===== src/pkg/mbhp_pkg.sv =====
// constants and types shared by the microcontroller bus host port
package mbhp_pkg;
   localparam int LANE_W = 8;
   localparam int ADDR_W = 16;
   localparam int NUM_SEG_DEF = 8;
   localparam int TGT_W = 2;
   localparam int NUM_TGT = 3;
   localparam int PIN_W = 20;
   localparam logic [TGT_W-1:0] TGT_PRIMARY = 2'h0;
   localparam logic [TGT_W-1:0] TGT_SECONDARY = 2'h1;
   localparam logic [TGT_W-1:0] TGT_SRAM = 2'h2;
   // positions inside the synchronised pin vector
   localparam int LOW_LANE_LSB = 0;
   localparam int HIGH_LANE_LSB = 8;
   localparam int CTL_ZERO_BIT = 16;
   localparam int CTL_ONE_BIT = 17;
   localparam int CTL_TWO_BIT = 18;
   localparam int STROBE_BIT = 19;
   // reset values
   localparam logic [PIN_W-1:0] PIN_RST = 20'h70000;
   localparam logic [ADDR_W-1:0] ADDR_RST = 16'h0000;
   localparam logic [LANE_W-1:0] DATA_RST = 8'h00;
   localparam logic [2:0] CTL_RST = 3'h7;
   localparam logic HOLD_RST = 1'b1;

   typedef enum logic [1:0] {
      MODE_WR_RD,
      MODE_RW_ECLK,
      MODE_RW_DATASTB,
      MODE_FETCH_RD
   } mbhp_mode_type;

   typedef enum logic [1:0] {
      CYC_IDLE,
      CYC_READ,
      CYC_WRITE
   } mbhp_cycle_type;
endpackage : mbhp_pkg


===== src/mbhp_decode.sv =====
// segment decoder choosing one memory block from the latched host address
`timescale 1ns/10ps
module mbhp_decode
   import mbhp_pkg::*;
#(
   parameter int NUM_SEG = NUM_SEG_DEF
) (
   input wire logic [ADDR_W-1:0] addr,
   input wire logic progAccess,
   input wire logic anySpace,
   input wire logic [NUM_SEG-1:0] segEn,
   input wire logic [NUM_SEG-1:0][ADDR_W-1:0] segBase,
   input wire logic [NUM_SEG-1:0][ADDR_W-1:0] segMask,
   input wire logic [NUM_SEG-1:0][TGT_W-1:0] segTarget,
   input wire logic [NUM_SEG-1:0] segProgSpace,
   input wire logic inAppProgramming,
   input wire logic reclassToData,
   input wire logic secondaryRemoveEn,
   input wire logic updateDone,
   output logic [NUM_TGT-1:0] sel
);
   logic [NUM_SEG-1:0] segHit;

   genvar i;
   generate
      for (i = 0; i < NUM_SEG; i++) begin : g_seg
         logic isFlash;
         logic progEff;
         logic dropped;
         logic addrMatch;
         logic spaceMatch;
         assign isFlash = (segTarget[i] == TGT_PRIMARY) || (segTarget[i] == TGT_SECONDARY);
         // flash moves to data space while being updated
         assign progEff = segProgSpace[i] & ~(inAppProgramming & reclassToData & isFlash);
         // secondary bank leaves the map after the update
         assign dropped = secondaryRemoveEn & updateDone & (segTarget[i] == TGT_SECONDARY);
         // any base, any resolution the mask allows
         assign addrMatch = (addr & segMask[i]) == (segBase[i] & segMask[i]);
         assign spaceMatch = anySpace | (progAccess == progEff);
         assign segHit[i] = segEn[i] & addrMatch & spaceMatch & ~dropped;
      end
   endgenerate

   // lowest segment wins so overlapping segments stay deterministic
   always_comb begin
      sel = '0;
      for (int s = NUM_SEG - 1; s >= 0; s--) begin
         if (segHit[s] && (segTarget[s] < TGT_W'(NUM_TGT))) begin
            sel = '0;
            sel[segTarget[s]] = 1'b1;
         end
      end
   end
endmodule : mbhp_decode


===== src/mbhp_host_port.sv =====
// host side microcontroller bus port: address latch, strobe decode, read drive
`timescale 1ns/10ps
module mbhp_host_port
   import mbhp_pkg::*;
#(
   parameter int NUM_SEG = NUM_SEG_DEF
) (
   input wire logic clk_sys,
   input wire logic resetn,
   input wire logic [LANE_W-1:0] lowBusByteIn,
   output logic [LANE_W-1:0] lowBusByteOut,
   output logic lowBusByteOe,
   input wire logic [LANE_W-1:0] highBusByteIn,
   output logic [LANE_W-1:0] highBusByteOut,
   output logic highBusByteOe,
   input wire logic ctlPinZero,
   input wire logic ctlPinOne,
   input wire logic ctlPinTwo,
   input wire logic addrStrobeIn,
   input wire mbhp_mode_type busMode,
   input wire logic muxedBus,
   input wire logic strobeRising,
   input wire logic codeFetchEn,
   input wire logic [NUM_SEG-1:0] segEn,
   input wire logic [NUM_SEG-1:0][ADDR_W-1:0] segBase,
   input wire logic [NUM_SEG-1:0][ADDR_W-1:0] segMask,
   input wire logic [NUM_SEG-1:0][TGT_W-1:0] segTarget,
   input wire logic [NUM_SEG-1:0] segProgSpace,
   input wire logic inAppProgramming,
   input wire logic reclassToData,
   input wire logic secondaryRemoveEn,
   input wire logic updateDone,
   output logic [ADDR_W-1:0] memAddr,
   output logic [LANE_W-1:0] memWdata,
   output logic [NUM_TGT-1:0] memSel,
   output logic memRead,
   output logic memWrite,
   input wire logic [LANE_W-1:0] memRdata,
   output logic [ADDR_W-1:0] pldAddr,
   output logic [2:0] pldCtl,
   output logic pldGeneric,
   output logic codeFetch,
   output logic blockReset,
   output logic flashAbort
);

   ////////////////////////////////////////////////////////////////////////
   // pin synchronisers

   logic [PIN_W-1:0] pinRaw;
   logic [PIN_W-1:0] pinS1_q;
   logic [PIN_W-1:0] pinS2_q;
   logic [PIN_W-1:0] pinS3_q;

   assign pinRaw = {addrStrobeIn, ctlPinTwo, ctlPinOne, ctlPinZero, highBusByteIn, lowBusByteIn};

   always_ff @(posedge clk_sys or negedge resetn) begin
      if (!resetn) begin
         pinS1_q <= PIN_RST;
         pinS2_q <= PIN_RST;
      end else begin
         pinS1_q <= pinRaw;
         pinS2_q <= pinS1_q;
      end
   end

   // third stage keeps the lanes from the cycle before a falling latch edge
   always_ff @(posedge clk_sys or negedge resetn) begin
      if (!resetn) begin
         pinS3_q <= PIN_RST;
      end else begin
         pinS3_q <= pinS2_q;
      end
   end

   logic ctlZero;
   logic ctlOne;
   logic ctlTwo;
   logic strobeNow;
   logic strobePrev;
   logic [ADDR_W-1:0] lanesNow;
   logic [ADDR_W-1:0] lanesPrev;

   assign ctlZero = pinS2_q[CTL_ZERO_BIT];
   assign ctlOne = pinS2_q[CTL_ONE_BIT];
   assign ctlTwo = pinS2_q[CTL_TWO_BIT];
   assign strobeNow = pinS2_q[STROBE_BIT];
   assign strobePrev = pinS3_q[STROBE_BIT];
   // high lane carries the upper address, low lane address or data
   assign lanesNow = pinS2_q[HIGH_LANE_LSB+LANE_W-1:LOW_LANE_LSB];
   assign lanesPrev = pinS3_q[HIGH_LANE_LSB+LANE_W-1:LOW_LANE_LSB];

   ////////////////////////////////////////////////////////////////////////
   // strobe decode per host style

   logic rdData;
   logic wrData;
   logic anySpace;
   logic progRd;
   logic readReq;
   logic writeReq;

   always_comb begin
      rdData = 1'b0;
      wrData = 1'b0;
      anySpace = 1'b0;
      case (busMode)
         MODE_WR_RD: begin
            rdData = ~ctlOne;
            wrData = ~ctlZero;
         end
         MODE_RW_ECLK: begin
            // direction qualified by the bus phase clock high
            rdData = ctlZero & ctlOne;
            wrData = ~ctlZero & ctlOne;
         end
         MODE_RW_DATASTB: begin
            rdData = ctlZero & ~ctlOne;
            wrData = ~ctlZero & ~ctlOne;
         end
         MODE_FETCH_RD: begin
            // fetch strobe is the only read, so it reaches both spaces
            rdData = ~ctlOne;
            wrData = ~ctlZero;
            anySpace = 1'b1;
         end
         default: begin
            rdData = 1'b0;
            wrData = 1'b0;
            anySpace = 1'b0;
         end
      endcase
   end

   assign progRd = codeFetchEn & ~ctlTwo;
   assign readReq = rdData | progRd;
   // a read strobe overrides a glitching write line
   assign writeReq = wrData & ~readReq;

   ////////////////////////////////////////////////////////////////////////
   // reset hold and flash abort

   logic resetHold_q;

   always_ff @(posedge clk_sys or negedge resetn) begin
      if (!resetn) begin
         resetHold_q <= HOLD_RST;
      end else begin
         resetHold_q <= 1'b0;
      end
   end

   assign blockReset = resetHold_q;
   // abort reaches the flash engine from the first reset edge on
   assign flashAbort = resetHold_q;

   ////////////////////////////////////////////////////////////////////////
   // bus cycle state

   mbhp_cycle_type cycle_q;
   mbhp_cycle_type cycle_d;
   logic progQ_q;
   logic progAccess;
   logic [NUM_TGT-1:0] selNow;
   logic [NUM_TGT-1:0] sel_q;
   logic [ADDR_W-1:0] addr_q;

   always_comb begin
      cycle_d = cycle_q;
      case (cycle_q)
         CYC_IDLE: begin
            if (readReq) begin
               cycle_d = CYC_READ;
            end else if (writeReq) begin
               cycle_d = CYC_WRITE;
            end
         end
         CYC_READ: begin
            if (!readReq) begin
               cycle_d = CYC_IDLE;
            end
         end
         CYC_WRITE: begin
            if (!writeReq) begin
               cycle_d = CYC_IDLE;
            end
         end
         default: begin
            cycle_d = CYC_IDLE;
         end
      endcase
   end

   always_ff @(posedge clk_sys or negedge resetn) begin
      if (!resetn) begin
         cycle_q <= CYC_IDLE;
      end else begin
         cycle_q <= cycle_d;
      end
   end

   // the space of the access is frozen at its start
   assign progAccess = (cycle_q == CYC_IDLE) ? (progRd & ~rdData) : progQ_q;

   always_ff @(posedge clk_sys or negedge resetn) begin
      if (!resetn) begin
         progQ_q <= 1'b0;
      end else if (cycle_q == CYC_IDLE) begin
         progQ_q <= progRd & ~rdData & ~anySpace;
      end
   end

   ////////////////////////////////////////////////////////////////////////
   // address latch

   always_ff @(posedge clk_sys or negedge resetn) begin
      if (!resetn) begin
         addr_q <= ADDR_RST;
      end else if (!muxedBus) begin
         // non multiplexed: address follows the lanes between cycles
         if (cycle_q == CYC_IDLE && !readReq && !writeReq) begin
            addr_q <= lanesNow;
         end
      end else if (strobeRising) begin
         if (strobeNow && !strobePrev) begin
            addr_q <= lanesNow;
         end
      end else if (!strobeNow && strobePrev) begin
         // falling latch edge: lanes of the cycle before still hold address
         addr_q <= lanesPrev;
      end
   end

   assign pldAddr = addr_q;
   assign memAddr = addr_q;

   ////////////////////////////////////////////////////////////////////////
   // decode

   mbhp_decode #(
      .NUM_SEG(NUM_SEG)
   ) u_decode (
      .addr(addr_q),
      .progAccess(progAccess),
      .anySpace(anySpace),
      .segEn(segEn),
      .segBase(segBase),
      .segMask(segMask),
      .segTarget(segTarget),
      .segProgSpace(segProgSpace),
      .inAppProgramming(inAppProgramming),
      .reclassToData(reclassToData),
      .secondaryRemoveEn(secondaryRemoveEn),
      .updateDone(updateDone),
      .sel(selNow)
   );

   // selects are latched as a cycle leaves idle and held until it returns to idle
   always_ff @(posedge clk_sys or negedge resetn) begin
      if (!resetn) begin
         sel_q <= '0;
      end else if (cycle_q == CYC_IDLE) begin
         sel_q <= (readReq | writeReq) ? selNow : '0;
      end
   end

   assign memSel = sel_q;

   ////////////////////////////////////////////////////////////////////////
   // memory strobes and write data

   logic memRead_q;
   logic memWrite_q;
   logic [LANE_W-1:0] wdata_q;

   always_ff @(posedge clk_sys or negedge resetn) begin
      if (!resetn) begin
         memRead_q <= 1'b0;
      end else begin
         memRead_q <= (cycle_q == CYC_IDLE) && readReq && (|selNow);
      end
   end

   // write commits at the strobe's end, when data is surely settled
   always_ff @(posedge clk_sys or negedge resetn) begin
      if (!resetn) begin
         memWrite_q <= 1'b0;
      end else begin
         memWrite_q <= (cycle_q == CYC_WRITE) && !writeReq && (|sel_q);
      end
   end

   always_ff @(posedge clk_sys or negedge resetn) begin
      if (!resetn) begin
         wdata_q <= DATA_RST;
      end else if (cycle_q == CYC_WRITE && writeReq) begin
         wdata_q <= lanesNow[LANE_W-1:0];
      end
   end

   assign memRead = memRead_q;
   assign memWrite = memWrite_q;
   assign memWdata = wdata_q;

   ////////////////////////////////////////////////////////////////////////
   // read data drive

   logic [LANE_W-1:0] rdata_q;

   always_ff @(posedge clk_sys or negedge resetn) begin
      if (!resetn) begin
         rdata_q <= DATA_RST;
      end else if (cycle_q == CYC_READ) begin
         rdata_q <= memRdata;
      end
   end

   assign lowBusByteOut = rdata_q;
   // drive only for a live read that selected a block
   assign lowBusByteOe = (cycle_q == CYC_READ) && readReq && (|sel_q) && !resetHold_q;
   // upper lane only ever carries address on an 8-bit host
   assign highBusByteOut = DATA_RST;
   assign highBusByteOe = 1'b0;

   ////////////////////////////////////////////////////////////////////////
   // control pins towards the logic arrays

   logic [2:0] pldCtl_q;
   logic pldGeneric_q;
   logic codeFetch_q;

   always_ff @(posedge clk_sys or negedge resetn) begin
      if (!resetn) begin
         pldCtl_q <= CTL_RST;
      end else begin
         pldCtl_q <= {ctlTwo, ctlOne, ctlZero};
      end
   end

   // pin two is a plain array input unless it serves as fetch strobe
   always_ff @(posedge clk_sys or negedge resetn) begin
      if (!resetn) begin
         pldGeneric_q <= 1'b0;
         codeFetch_q <= 1'b0;
      end else begin
         pldGeneric_q <= codeFetchEn ? 1'b0 : ctlTwo;
         codeFetch_q <= progRd;
      end
   end

   assign pldCtl = pldCtl_q;
   assign pldGeneric = pldGeneric_q;
   assign codeFetch = codeFetch_q;

endmodule : mbhp_host_port


===== config.mk =====
export PLATFORM = sky130hd
export DESIGN_NAME = mbhp_host_port
export DESIGN_NICKNAME = d
export VERILOG_FILES = /design/src/pkg/mbhp_pkg.sv /design/src/mbhp_decode.sv /design/src/mbhp_host_port.sv
export SDC_FILE = /design/constraint.sdc
export NUM_CORES = 1
export LEC_CHECK = 0
export BUFFER_PORTS_ARGS = -buffer_cell sky130_fd_sc_hd__buf_2
export CAP_MARGIN = 20
export CORE_AREA = 2 2 154 156
export DETAILED_ROUTE_END_ITERATION = 12
export DIE_AREA = 0 0 156 158
export SLEW_MARGIN = 20
export SYNTH_ARGS = -nofsm -noshare
export SYNTH_HDL_FRONTEND = slang
export SYNTH_SLANG_ARGS = --single-unit

===== constraint.sdc =====
create_clock -name clk_sys -period 3.3 [get_ports clk_sys]
set_clock_uncertainty 0.2 [all_clocks]
set_input_delay 0.165 -clock clk_sys [delete_from_list [all_inputs] [get_ports clk_sys]]
set_output_delay 0.165 -clock clk_sys [all_outputs]
set_load 0.01 [all_outputs]

==> flow_summary.toml, run 1 <==
[logic_synthesis]
synthArstFlopShare = 1.000
post_synth_num_cell_types = 58
ys_ff_latch = 103
synth_area_um2 = 6063
syn_area_per_cell_um2 = 10.36
ys_warn_count = 0
synth_edf_count = 0
netlist_instances = 585
ys.flop_type = "dfrtp_1"
yosysSeqAreaShare = 0.4272

[floorplanning]
fp.dieH_um = 158
die_x_um = 156
num_rows = 56
start_util = 0.2630
io_pins = 397
dieArea_um2 = 24650
coreArea_um2 = 23050

[worst_setup_path]
critPathLaunchType = "flip-flop"
path_buf_inv = 0
critPathSlowestCell = "dfstp_2"
critical_path.top_delay_family = "compound AO/OA/AOI/OAI gates"
worstSetupPathType = "flip-flop to flip-flop"
cp_cell_sequence = "a21oi_1 > o2111ai_2 > nand2_2 > xor2_1 > o21ai_2 > o21ai_0 > o311a_1 > or4_1 > a311oi_1"
critical-path-max-stage-delay_ps = 610
cp_max_fo = 8
crit_required_ps = 3350
rrSetupSlack_ps = 210
critPathCaptureType = "flip-flop"
crit_arrival_ps = 3140

[drt]
vias_per_cell = 4.656
dr_total_vias = 6062
drt_iter0_markers = 294
detail_route.wl_per_cell_um = 20.41
antenna_left = 0
routed_wl_mm = 26.58
drc_errors = 0
top_layer = "met4"
drt-pass1-iter-count = 5
wl_met2_mm = 13.12
wl_met3_mm = 1.735
wl_met1_mm = 10.76

[sta]
relSlewSlack = 0.6346
rsz0062_at_grt = "no"
period_needed_ps = 3093
max_clock_freq_mhz = 323.3
worst_slack_ps = 206.7
hold_violations = 0
drv_slew = 0
fin_crit_sh = 0.9374
worst_pin_slew_ps = 548.1
hold_ws_ps = 66.35
setup_tns_ps = 0
setup-violations-final = 0

[cells_and_area]
final_cell_mix = "buf_2, xor2_1, dfrtp_1, nand2_1, a22oi_1"
final_layout_size_suffix_gt1_frac = 0.4767
fin_area_um2 = 9000
instances_no_fill = 1302
area_growth_pct = 48.43
layout_commonest_cell = "buf_2"
fill_cells = 2341
final_core_util = 0.3904
nets = 1331

[power]
powerDensity_nw_per_um2 = 496.1
p_comb_frac = 0.409
ir_drop_v = 0.0002522
sw_frac_of_total = 0.3773
power_mw = 4.464
power_frac_seq = 0.358
power.internal_mw = 2.780
clkPwrFrac = 0.233
p_leak_nw = 4.719
p_switching_mw = 1.684

[global_route]
grt_overflow = 0
grt_util_all_layers = 0.2046
grt_pass1_wl_mm = 36.27
antenna_found_initial = 5
grt_max_degree = 104
grt_pass1_vias = 6005

[run]
maxCapViolCount = 0

[clock_network]
postCtsSetupRepairBufs = 0
htree_levels = 3
cts_made_buffers = 9
clk_path_buf_depth = 2
cts_tree = "built"
clk_pin_slew_ps = 70
cts.sink_count = 103
insertion_delay_ps = 350
cts_root_buffer = "clkbuf_16"

[run_status]
status = "finished, final reports clean"

[place]
post-place-ws_ps = 50.32
io_buffer_count = 387
dp_cells = 1248
place_congestion = 0.9140
dpl_cell_area_um2 = 8346
hpwl_mm = 21.68

[min_path]
hold_path.class = "input pin to flip-flop"
## power by group through the flow
stage / Sequential, mW / Clock [mW] / Combinational (mW)
final: 1.60 / 1.04 / 1.82
after global routing: 1.63 / 1.12 / 1.98
after CTS: 1.60 / 1.08 / 1.85
after detailed placement: 1.62 / 0 / 1.81
after global placement: 1.61 / 0 / 1.80
after floorplan: 1.57 / 0 / 1.00
## tightest hold or removal path, cell delays in order
cell and delay (ps):
buf_2 130, inv_1 50, o311a_1 160, a21oi_1 60
## logic make-up after synthesis
kind of cell             Yosys count  synth area share
buffers and inverters             63           0.06170
flip-flops                       103            0.4272
AO/OA/AOI/OAI                    133            0.1502
adder cells (fa/ha/maj)            2          0.004126
XOR/XNOR                         137            0.1979
AND/OR/NAND/NOR                  113            0.1005
other                              1         0.0006185
multiplexers                      33           0.05778
## worst paths after layout
| path | startpoint | to | cells after the start |
|---|---|---|---|
| min in group asynchronous | resetn | memWrite$_DFF_PN0_ | 3 |
| worst max register to register | pinS2_q[16]$_DFF_PN1_ | memRead$_DFF_PN0_ | 9 |
| worst min-delay path | segTarget[3] | memSel[2]$_DFFE_PN0N_ | 4 |
| worst min register to register | pinS1_q[11]$_DFF_PN0_ | pinS2_q[11]$_DFF_PN0_ | 0 |
| max in group asynchronous | resetn | memAddr[8]$_DFFE_PN0P_ | 3 |
| worst max-delay path | pinS2_q[16]$_DFF_PN1_ | memRead$_DFF_PN0_ | 9 |
## metal layers
metal,up-vias,global-route usage
li1,2865,-
met1,2866,0.2477
met2,288,0.3521
met3,43,0.03723
met4,0,0.09873
met5,-,0
## synth_stat cells (5+ instances only)
master / n / area (um2)
dfrtp_1: 93 / 2327
buf_2: 17 / 85.08
a21oi_1: 10 / 50.05
o21ai_1: 5 / 25.02
a221oi_1: 8 / 70.07
nand3_1: 9 / 45.04
buf_4: 29 / 217.7
mux2_2: 16 / 180.2
a22oi_1: 42 / 315.3
nor3_1: 10 / 50.05
xor2_1: 136 / 1191
o21ai_0: 41 / 205.2
dfstp_2: 10 / 262.8
nand2_1: 46 / 172.7
clkbuf_1: 7 / 26.28
inv_1: 9 / 33.78
a22o_1: 6 / 52.55
nor2_1: 7 / 26.28
nand4_1: 9 / 56.30
mux2i_1: 17 / 170.2
## state kept, by name, summed over array words and instances, names as in the netlist
| register | flops |
|---|---|
| memSel | 3 |
| lowBusByteOut | 8 |
| memRead | 1 |
| memWdata | 8 |
| pinS3_q | 18 |
| memWrite | 1 |
| pinS1_q | 20 |
| pldCtl | 2 |
| pldGeneric | 1 |
| blockReset | 1 |
| codeFetch | 1 |
| cycle_q | 2 |
| progQ_q | 1 |
| pinS2_q | 20 |
| memAddr | 16 |
## what timing repair did
action	4_1_cts	5_1_grt
hold endpoints to repair	125	0
resized for setup	0	8
hold buffers	33	0
setup endpoints to repair	0	3
## area by class of cell
class,instances,area (um2),share of cell area
multi-input combinational,428,3151,0.3501
sequential,103,2596,0.2885
timing repair buffer,451,2552,0.2836
tap,290,362.8,0.04032
clock buffer,10,229.0,0.02544
clock inverter,6,62.56,0.006951
inverter,9,33.78,0.003754
antenna,5,12.51,0.001390
Note: power is estimated with default switching activity, not from simulation.
==> inputs of run 2 (changes only) <==
==> constraint.sdc (replaced) <==
create_clock -name clk_sys -period 3.3 [get_ports clk_sys]
set_clock_uncertainty 0.2 [all_clocks]
set_input_delay 0.66 -clock clk_sys [delete_from_list [all_inputs] [get_ports clk_sys]]
set_output_delay 0.66 -clock clk_sys [all_outputs]
set_load 0.01 [all_outputs]
==> run 2 against run 1 <==
Against the previous run:
- register-to-register slack worse by 40 ps
- worst hold slack gained 80 ps
- sequential cell count is the same
- sequential share of layout area is 0.64 points higher
- highest routed layer is now met5
- non-clock buffer count is 21 lower
- clock power hardly changed
- total power about the same
- routed wire length shrank 3.8%
- largest cell class unchanged
- maximum frequency shrank 2.3%
- count of clock-buffer cells in the layout is 1 lower
==> flow_summary.toml, run 2 (synthesized netlist as in run 1, its figures left out) <==
[run_status]
status = "finished, final reports clean"

[sta]
relSlewSlack = 0.5527
fin_crit_sh = 0.9594
period_needed_ps = 3166
hold_violations = 0
max_clock_freq_mhz = 315.9
worst_pin_slew_ps = 671.0
setup-violations-final = 0
drv_slew = 0

[clock_network]
holdBufCountCts = 0
cts_tree = "built"
clk_pin_slew_ps = 80
clk_path_buf_depth = 2
htree_levels = 3
cts.sink_count = 103
cts_root_buffer = "clkbuf_16"
cts_made_buffers = 9
insertion_delay_ps = 350

[global_route]
grt_util_all_layers = 0.1972
antenna_found_initial = 5
grt_pass1_vias = 5730
grt_max_degree = 53
grt_pass1_wl_mm = 35.23
grt_overflow = 0

[worst_setup_path]
cp_max_fo = 5
critPathSlowestCell = "or4_1"
critical-path-max-stage-delay_ps = 550
crit_arrival_ps = 3220
path_common_cell = "a21oi_1"
cp_cell_sequence = "buf_2 > inv_1 > ha_4 > nand4bb_2 > o2111ai_2 > a21oi_1 > or3b_1 > and3_4 > mux2i_1 > a21oi_1 > or4_1 > a311oi_1"
critPathCaptureType = "flip-flop"
worstSetupPathType = "input pin to flip-flop"
r2r-end = "memRead$_DFF_PN0_"
crit_required_ps = 3360
r2r_start = "memAddr[10]$_DFFE_PN0P_"
critPathLaunchType = "input pin"
rrSetupSlack_ps = 170
reg2reg_depth = 10

[place]
place_congestion = 0.9048
io_buffer_count = 387
hpwl_mm = 21.14
dpl_cell_area_um2 = 8473

[cells_and_area]
final_layout_size_suffix_gt1_frac = 0.5030
layout_commonest_cell = "buf_2"
final_cell_mix = "buf_2, xor2_1, dfrtp_1, nand2_1, a22oi_1"
area_growth_pct = 45.30
fin_area_um2 = 8810
final_core_util = 0.3822
nets = 1310
largest_registers = "pinS1_q (20), pinS2_q (20), pinS3_q (18)"

[power]
power_mw = 4.464
p_leak_nw = 4.647
ir_drop_v = 0.0003135
powerDensity_nw_per_um2 = 506.7

[floorplanning]
fp.dieH_um = 158
start_util = 0.2630
coreArea_um2 = 23050
die_x_um = 156
num_rows = 56
io_pins = 397
dieArea_um2 = 24650

[drt]
drc_errors = 0
vias_per_cell = 4.649
routed_wl_mm = 25.56
drt-pass1-iter-count = 4
antenna_left = 0
dr_total_vias = 5956
detail_route.wl_per_cell_um = 19.95
drt_iter0_markers = 344

[min_path]
hold_path.class = "input pin to asynchronous set/reset pin"

[run]
maxCapViolCount = 0
==> run 2: cell count changes in the layout (fill, tap and decap cells not counted), sizes merged <==
cell	before	now
buf	418	430
clkbuf	10	9
clkinv	1	3
dlygate4sd3	33	0
inv	12	11
==> run 2: timing repair <==
item / CTS / global route
setup buffers: 0 / 0
resized for setup: 1 / 12
setup endpoints to repair: 2 / 3
cloned: 0 / 0
pin swaps: 0 / 0
==> run 2: worst max path at each step <==
stage | start | end | slack [ps] | cells past startpoint
final | busMode[0] | memRead$_DFF_PN0_ | 130 | 12
after global routing | memAddr[10]$_DFFE_PN0P_ | memRead$_DFF_PN0_ | -1 | 10
after CTS | secondaryRemoveEn | memRead$_DFF_PN0_ | 60 | 11
after detailed placement | secondaryRemoveEn | memRead$_DFF_PN0_ | -300 | 11
after global placement | secondaryRemoveEn | memRead$_DFF_PN0_ | -280 | 11
after floorplan | busMode[0] | memSel[0]$_DFFE_PN0N_ | 70 | 11
==> run 2: critical path: cells and delay by family <==
| family | cells | cell delay, ps |
|---|---|---|
| AND/OR/NAND/NOR | 4 | 1340 |
| AO/OA/AOI/OAI | 4 | 640 |
| adder cells (fa/ha/maj) | 1 | 220 |
| buffers and inverters | 2 | 200 |
| multiplexers | 1 | 170 |
==> run 2: power breakdown <==
group	total, mW	internal (mW)	switching, mW
Sequential	1.65	1.42	0.230
Clock	1.04	0.529	0.514
Combinational	1.77	0.828	0.947
Total	4.46	2.77	1.69
==> run 2: per-stage QoR <==
step / setup WS [ps] / std cells / TNS, ps / hold WS, ps
after global placement: -275.0 / 1260 / -704.8 / 131.2
after detailed placement: -295.8 / 1260 / -904.1 / 134.7
after floorplan: 73.44 / 594 / 0 / 131.2
after global routing: -1.410 / 1279 / -1.410 / 157.0
after CTS: 57.66 / 1276 / 0 / 150.9
final: 134.1 / 1281 / 0 / 146.7
==> run 2: layout make-up <==
cell class / instances / area, um2
antenna: 5 / 12.51
sequential: 103 / 2597
fill: 2333 / 14240
inverter: 9 / 33.78
multi-input combinational: 428 / 3172
timing repair buffer: 430 / 2337
clock buffer: 9 / 225.2
clock inverter: 7 / 68.82
tap: 290 / 362.8
==> run 2: routing by layer <==
layer | up-vias | global-route usage | part of all wire
li1 | 2831 | - | -
met1 | 2816 | 0.2414 | 0.41
met2 | 273 | 0.3447 | 0.50
met3 | 34 | 0.03969 | 0.070
met4 | 2 | 0.07121 | 0.025
met5 | - | 0 | 0.00047
==> inputs of run 3 (changes only) <==
- ABC_AREA: default -> 1
- CORE_AREA: 2 2 154 156 -> 2 2 153 155
- DIE_AREA: 0 0 156 158 -> 0 0 155 157
==> run 3 against run 2 <==
Against the previous run:
- worst hold slack worse by 0.60 ps
- area after synthesis grew 7.2%
- clock power grew 9.6%
- setup slack gained 240 ps
- sequential power up 7%
- first-iteration DRC count grew 24%
- cell count up 21%
- global-route usage is 0.30 points lower
- design area increased by 1.9%
- sequential cell count stayed put
- largest cell class unchanged
- highest routed layer is now met4
==> flow_summary.toml, run 3 <==
[run_status]
status = "finished, final reports clean"

[drt]
antenna_left = 0
detail_route.wl_per_cell_um = 15.85
dr_total_vias = 7178
routed_wl_mm = 24.54
drt-pass1-iter-count = 7
drt_iter0_markers = 428
vias_per_cell = 4.637
drc_errors = 0

[cells_and_area]
area_growth_pct = 38.22
layout_commonest_cell = "buf_2"
fin_area_um2 = 8981
nets = 1585
instances_no_fill = 1548
final_layout_size_suffix_gt1_frac = 0.3814
largest_registers = "pinS1_q (20), pinS2_q (20), pinS3_q (18)"
final_cell_mix = "buf_2, nand2_1, dfrtp_1, a21oi_1, nor2_1"

[sta]
hold_ws_ps = 146.1
fin_crit_sh = 0.8859
worst_pin_slew_ps = 958.5
rsz0062_at_grt = "no"
relSlewSlack = 0.3595
setup_tns_ps = 0
drv_slew = 0
max_clock_freq_mhz = 342.1
hold_violations = 0
setup-violations-final = 0
worst_slack_ps = 376.6
period_needed_ps = 2923

[logic_synthesis]
syn_area_per_cell_um2 = 7.400
yosysSeqAreaShare = 0.3986
yosysTopAreaCellShare = 0.3582
synth_top_area_cell = "dfrtp_1"
synth_area_leaders = "dfrtp_1, nand2_1, a21oi_1"
ys_ff_latch = 103
synthArstFlopShare = 1.000
synth_area_um2 = 6497
yosysMostFrequentCell = "nand2_1"
ys_top_cells_by_count = "nand2_1, dfrtp_1, a21oi_1, nor2_1, nand3_1"
post_synth_num_cell_types = 44
synth_edf_count = 0
ys_warn_count = 0
netlist_instances = 878
ys.flop_type = "dfrtp_1"

[global_route]
grt_overflow = 0
grt_util_all_layers = 0.1941
antenna_found_initial = 1
grt_max_degree = 64
grt_pass1_wl_mm = 36.25
grt_pass1_vias = 6795

[worst_setup_path]
critPathLaunchType = "flip-flop"
reg2reg_depth = 21
crit_end = "memRead$_DFF_PN0_"
r2r-end = "memRead$_DFF_PN0_"
crit_required_ps = 3370
path_buf_inv = 1
critPathSlowestCell = "dfrtp_1"
critical_path.top_delay_family = "simple AND/OR/NAND/NOR gates"
critPathCaptureType = "flip-flop"
critical-path-max-stage-delay_ps = 640
startpoint = "memAddr[2]$_DFFE_PN0P_"
rrSetupSlack_ps = 380
worstSetupPathType = "flip-flop to flip-flop"
crit_arrival_ps = 2990
r2r_start = "memAddr[2]$_DFFE_PN0P_"
cp_cell_sequence = "o21ai_0 > a21oi_1 > nor3_1 > nand3_1 > nor2_1 > nand2_2 > clkinv_1 > nand3_1 > nand2_1 > nand2_1 > nand2_1 > nand2_1 > nand2_1 > nand2_1 > nand2_1 > nand2_1 > nand2_1 > nand2_1 > nand2_1 > nor2_1 > nor2_1"
path_common_cell = "nand2_1"
cp_max_fo = 18
critical_path_depth = 21

[clock_network]
holdBufCountCts = 0
htree_levels = 3
clk_path_buf_depth = 2
cts_tree = "built"
cts.sink_count = 103
cts_made_buffers = 9
cts_root_buffer = "clkbuf_16"
postCtsSetupRepairBufs = 0
insertion_delay_ps = 330
clk_pin_slew_ps = 70

[floorplanning]
coreArea_um2 = 22500
die_x_um = 155
start_util = 0.2887
io_pins = 397
dieArea_um2 = 24340
num_rows = 55
fp.dieH_um = 157

[place]
place_congestion = 0.9306
dp_cells = 1530
post-place-ws_ps = 56.31
dpl_cell_area_um2 = 8641
hpwl_mm = 20.46
io_buffer_count = 387

[power]
powerDensity_nw_per_um2 = 497.7
p_leak_nw = 4.778
ir_drop_v = 0.0003395

[run]
maxCapViolCount = 0

[min_path]
hold_path.class = "flip-flop to flip-flop"
run 3: cell types whose count changed after synthesis, sizes merged, moves of 13 or more:
cell   delta
inv      +61
a31oi    +17
or2      +13
nor2     +68
a21oi    +62
nand3    +60
nand2   +173
xor2    -124
a22oi    -40
o21ai    +40
mux2i    -17
run 3: final cells by class:
type,count,area [um2]
sequential,103,2592
antenna,2,5.005
inverter,72,270.3
timing repair buffer,412,2140
clock buffer,11,252.7
multi-input combinational,658,3284
fill,2336,13520
tap,285,356.6
clock inverter,5,80.08
run 3: through the flow:
| stage | util | power (mW) |
|---|---|---|
| after floorplan | - | 2.666 |
| after global placement | 0.3840 | 3.356 |
| after detailed placement | 0.3840 | 3.377 |
| after CTS | 0.3988 | 4.541 |
| after global routing | 0.3990 | 4.812 |
| final | 0.3991 | 4.470 |
run 3: cell families after synthesis:
kind of cell,count (synthesis),synth area share
muxes,8,0.01387
DFF,103,0.3986
and+or+nand+nor,427,0.2950
buffers and inverters,126,0.1038
AOI/OAI and AO/OA,198,0.1668
other,1,0.0005771
adders and majority gates,2,0.003851
xor gates and xnor gates,13,0.01752
run 3: per-layer routing:
metal	part of all wire	global-route usage	up-vias
met4	0.028	0.06261	0
li1	-	-	3674
met3	0.053	0.02863	30
met1	0.41	0.2375	3236
met5	0	0	-
met2	0.51	0.3511	238
run 3: worst register-to-register path, cell delays in order (launching register included):
cell	delay (ps)
dfrtp_1	640
o21ai_0	280
a21oi_1	90
nor3_1	270
nand3_1	220
nor2_1	220
nand2_2	110
clkinv_1	70
nand3_1	60
nand2_1	70
nand2_1	40
nand2_1	60
nand2_1	50
nand2_1	50
nand2_1	40
nand2_1	50
nand2_1	50
nand2_1	60
nand2_1	40
nand2_1	80
nor2_1	50
nor2_1	70
run 3: how the worst min path moves through the flow:
stage                                from               endpoint  slack, ps  cells past startpoint
CTS                 pinS1_q[14]$_DFF_PN0_  pinS2_q[14]$_DFF_PN0_        150                      0
floorplan            pinS1_q[0]$_DFF_PN0_   pinS2_q[0]$_DFF_PN0_        130                      0
finish              pinS1_q[15]$_DFF_PN0_  pinS2_q[15]$_DFF_PN0_        150                      0
global route         pinS1_q[2]$_DFF_PN0_   pinS2_q[2]$_DFF_PN0_        160                      0
detailed placement  pinS1_q[14]$_DFF_PN0_  pinS2_q[14]$_DFF_PN0_        130                      0
global placement     pinS1_q[0]$_DFF_PN0_   pinS2_q[0]$_DFF_PN0_        130                      0
run 3: where the power goes:
group / internal [mW] / switching [mW] / total, mW
logic: 0.706 / 0.864 / 1.57
registers: 1.43 / 0.330 / 1.76
clock network: 0.704 / 0.438 / 1.14
run 3: what timing repair did:
action	in CTS	in global routing
setup endpoints to repair	0	4
hold endpoints to repair	0	0
gates resized for setup	0	2
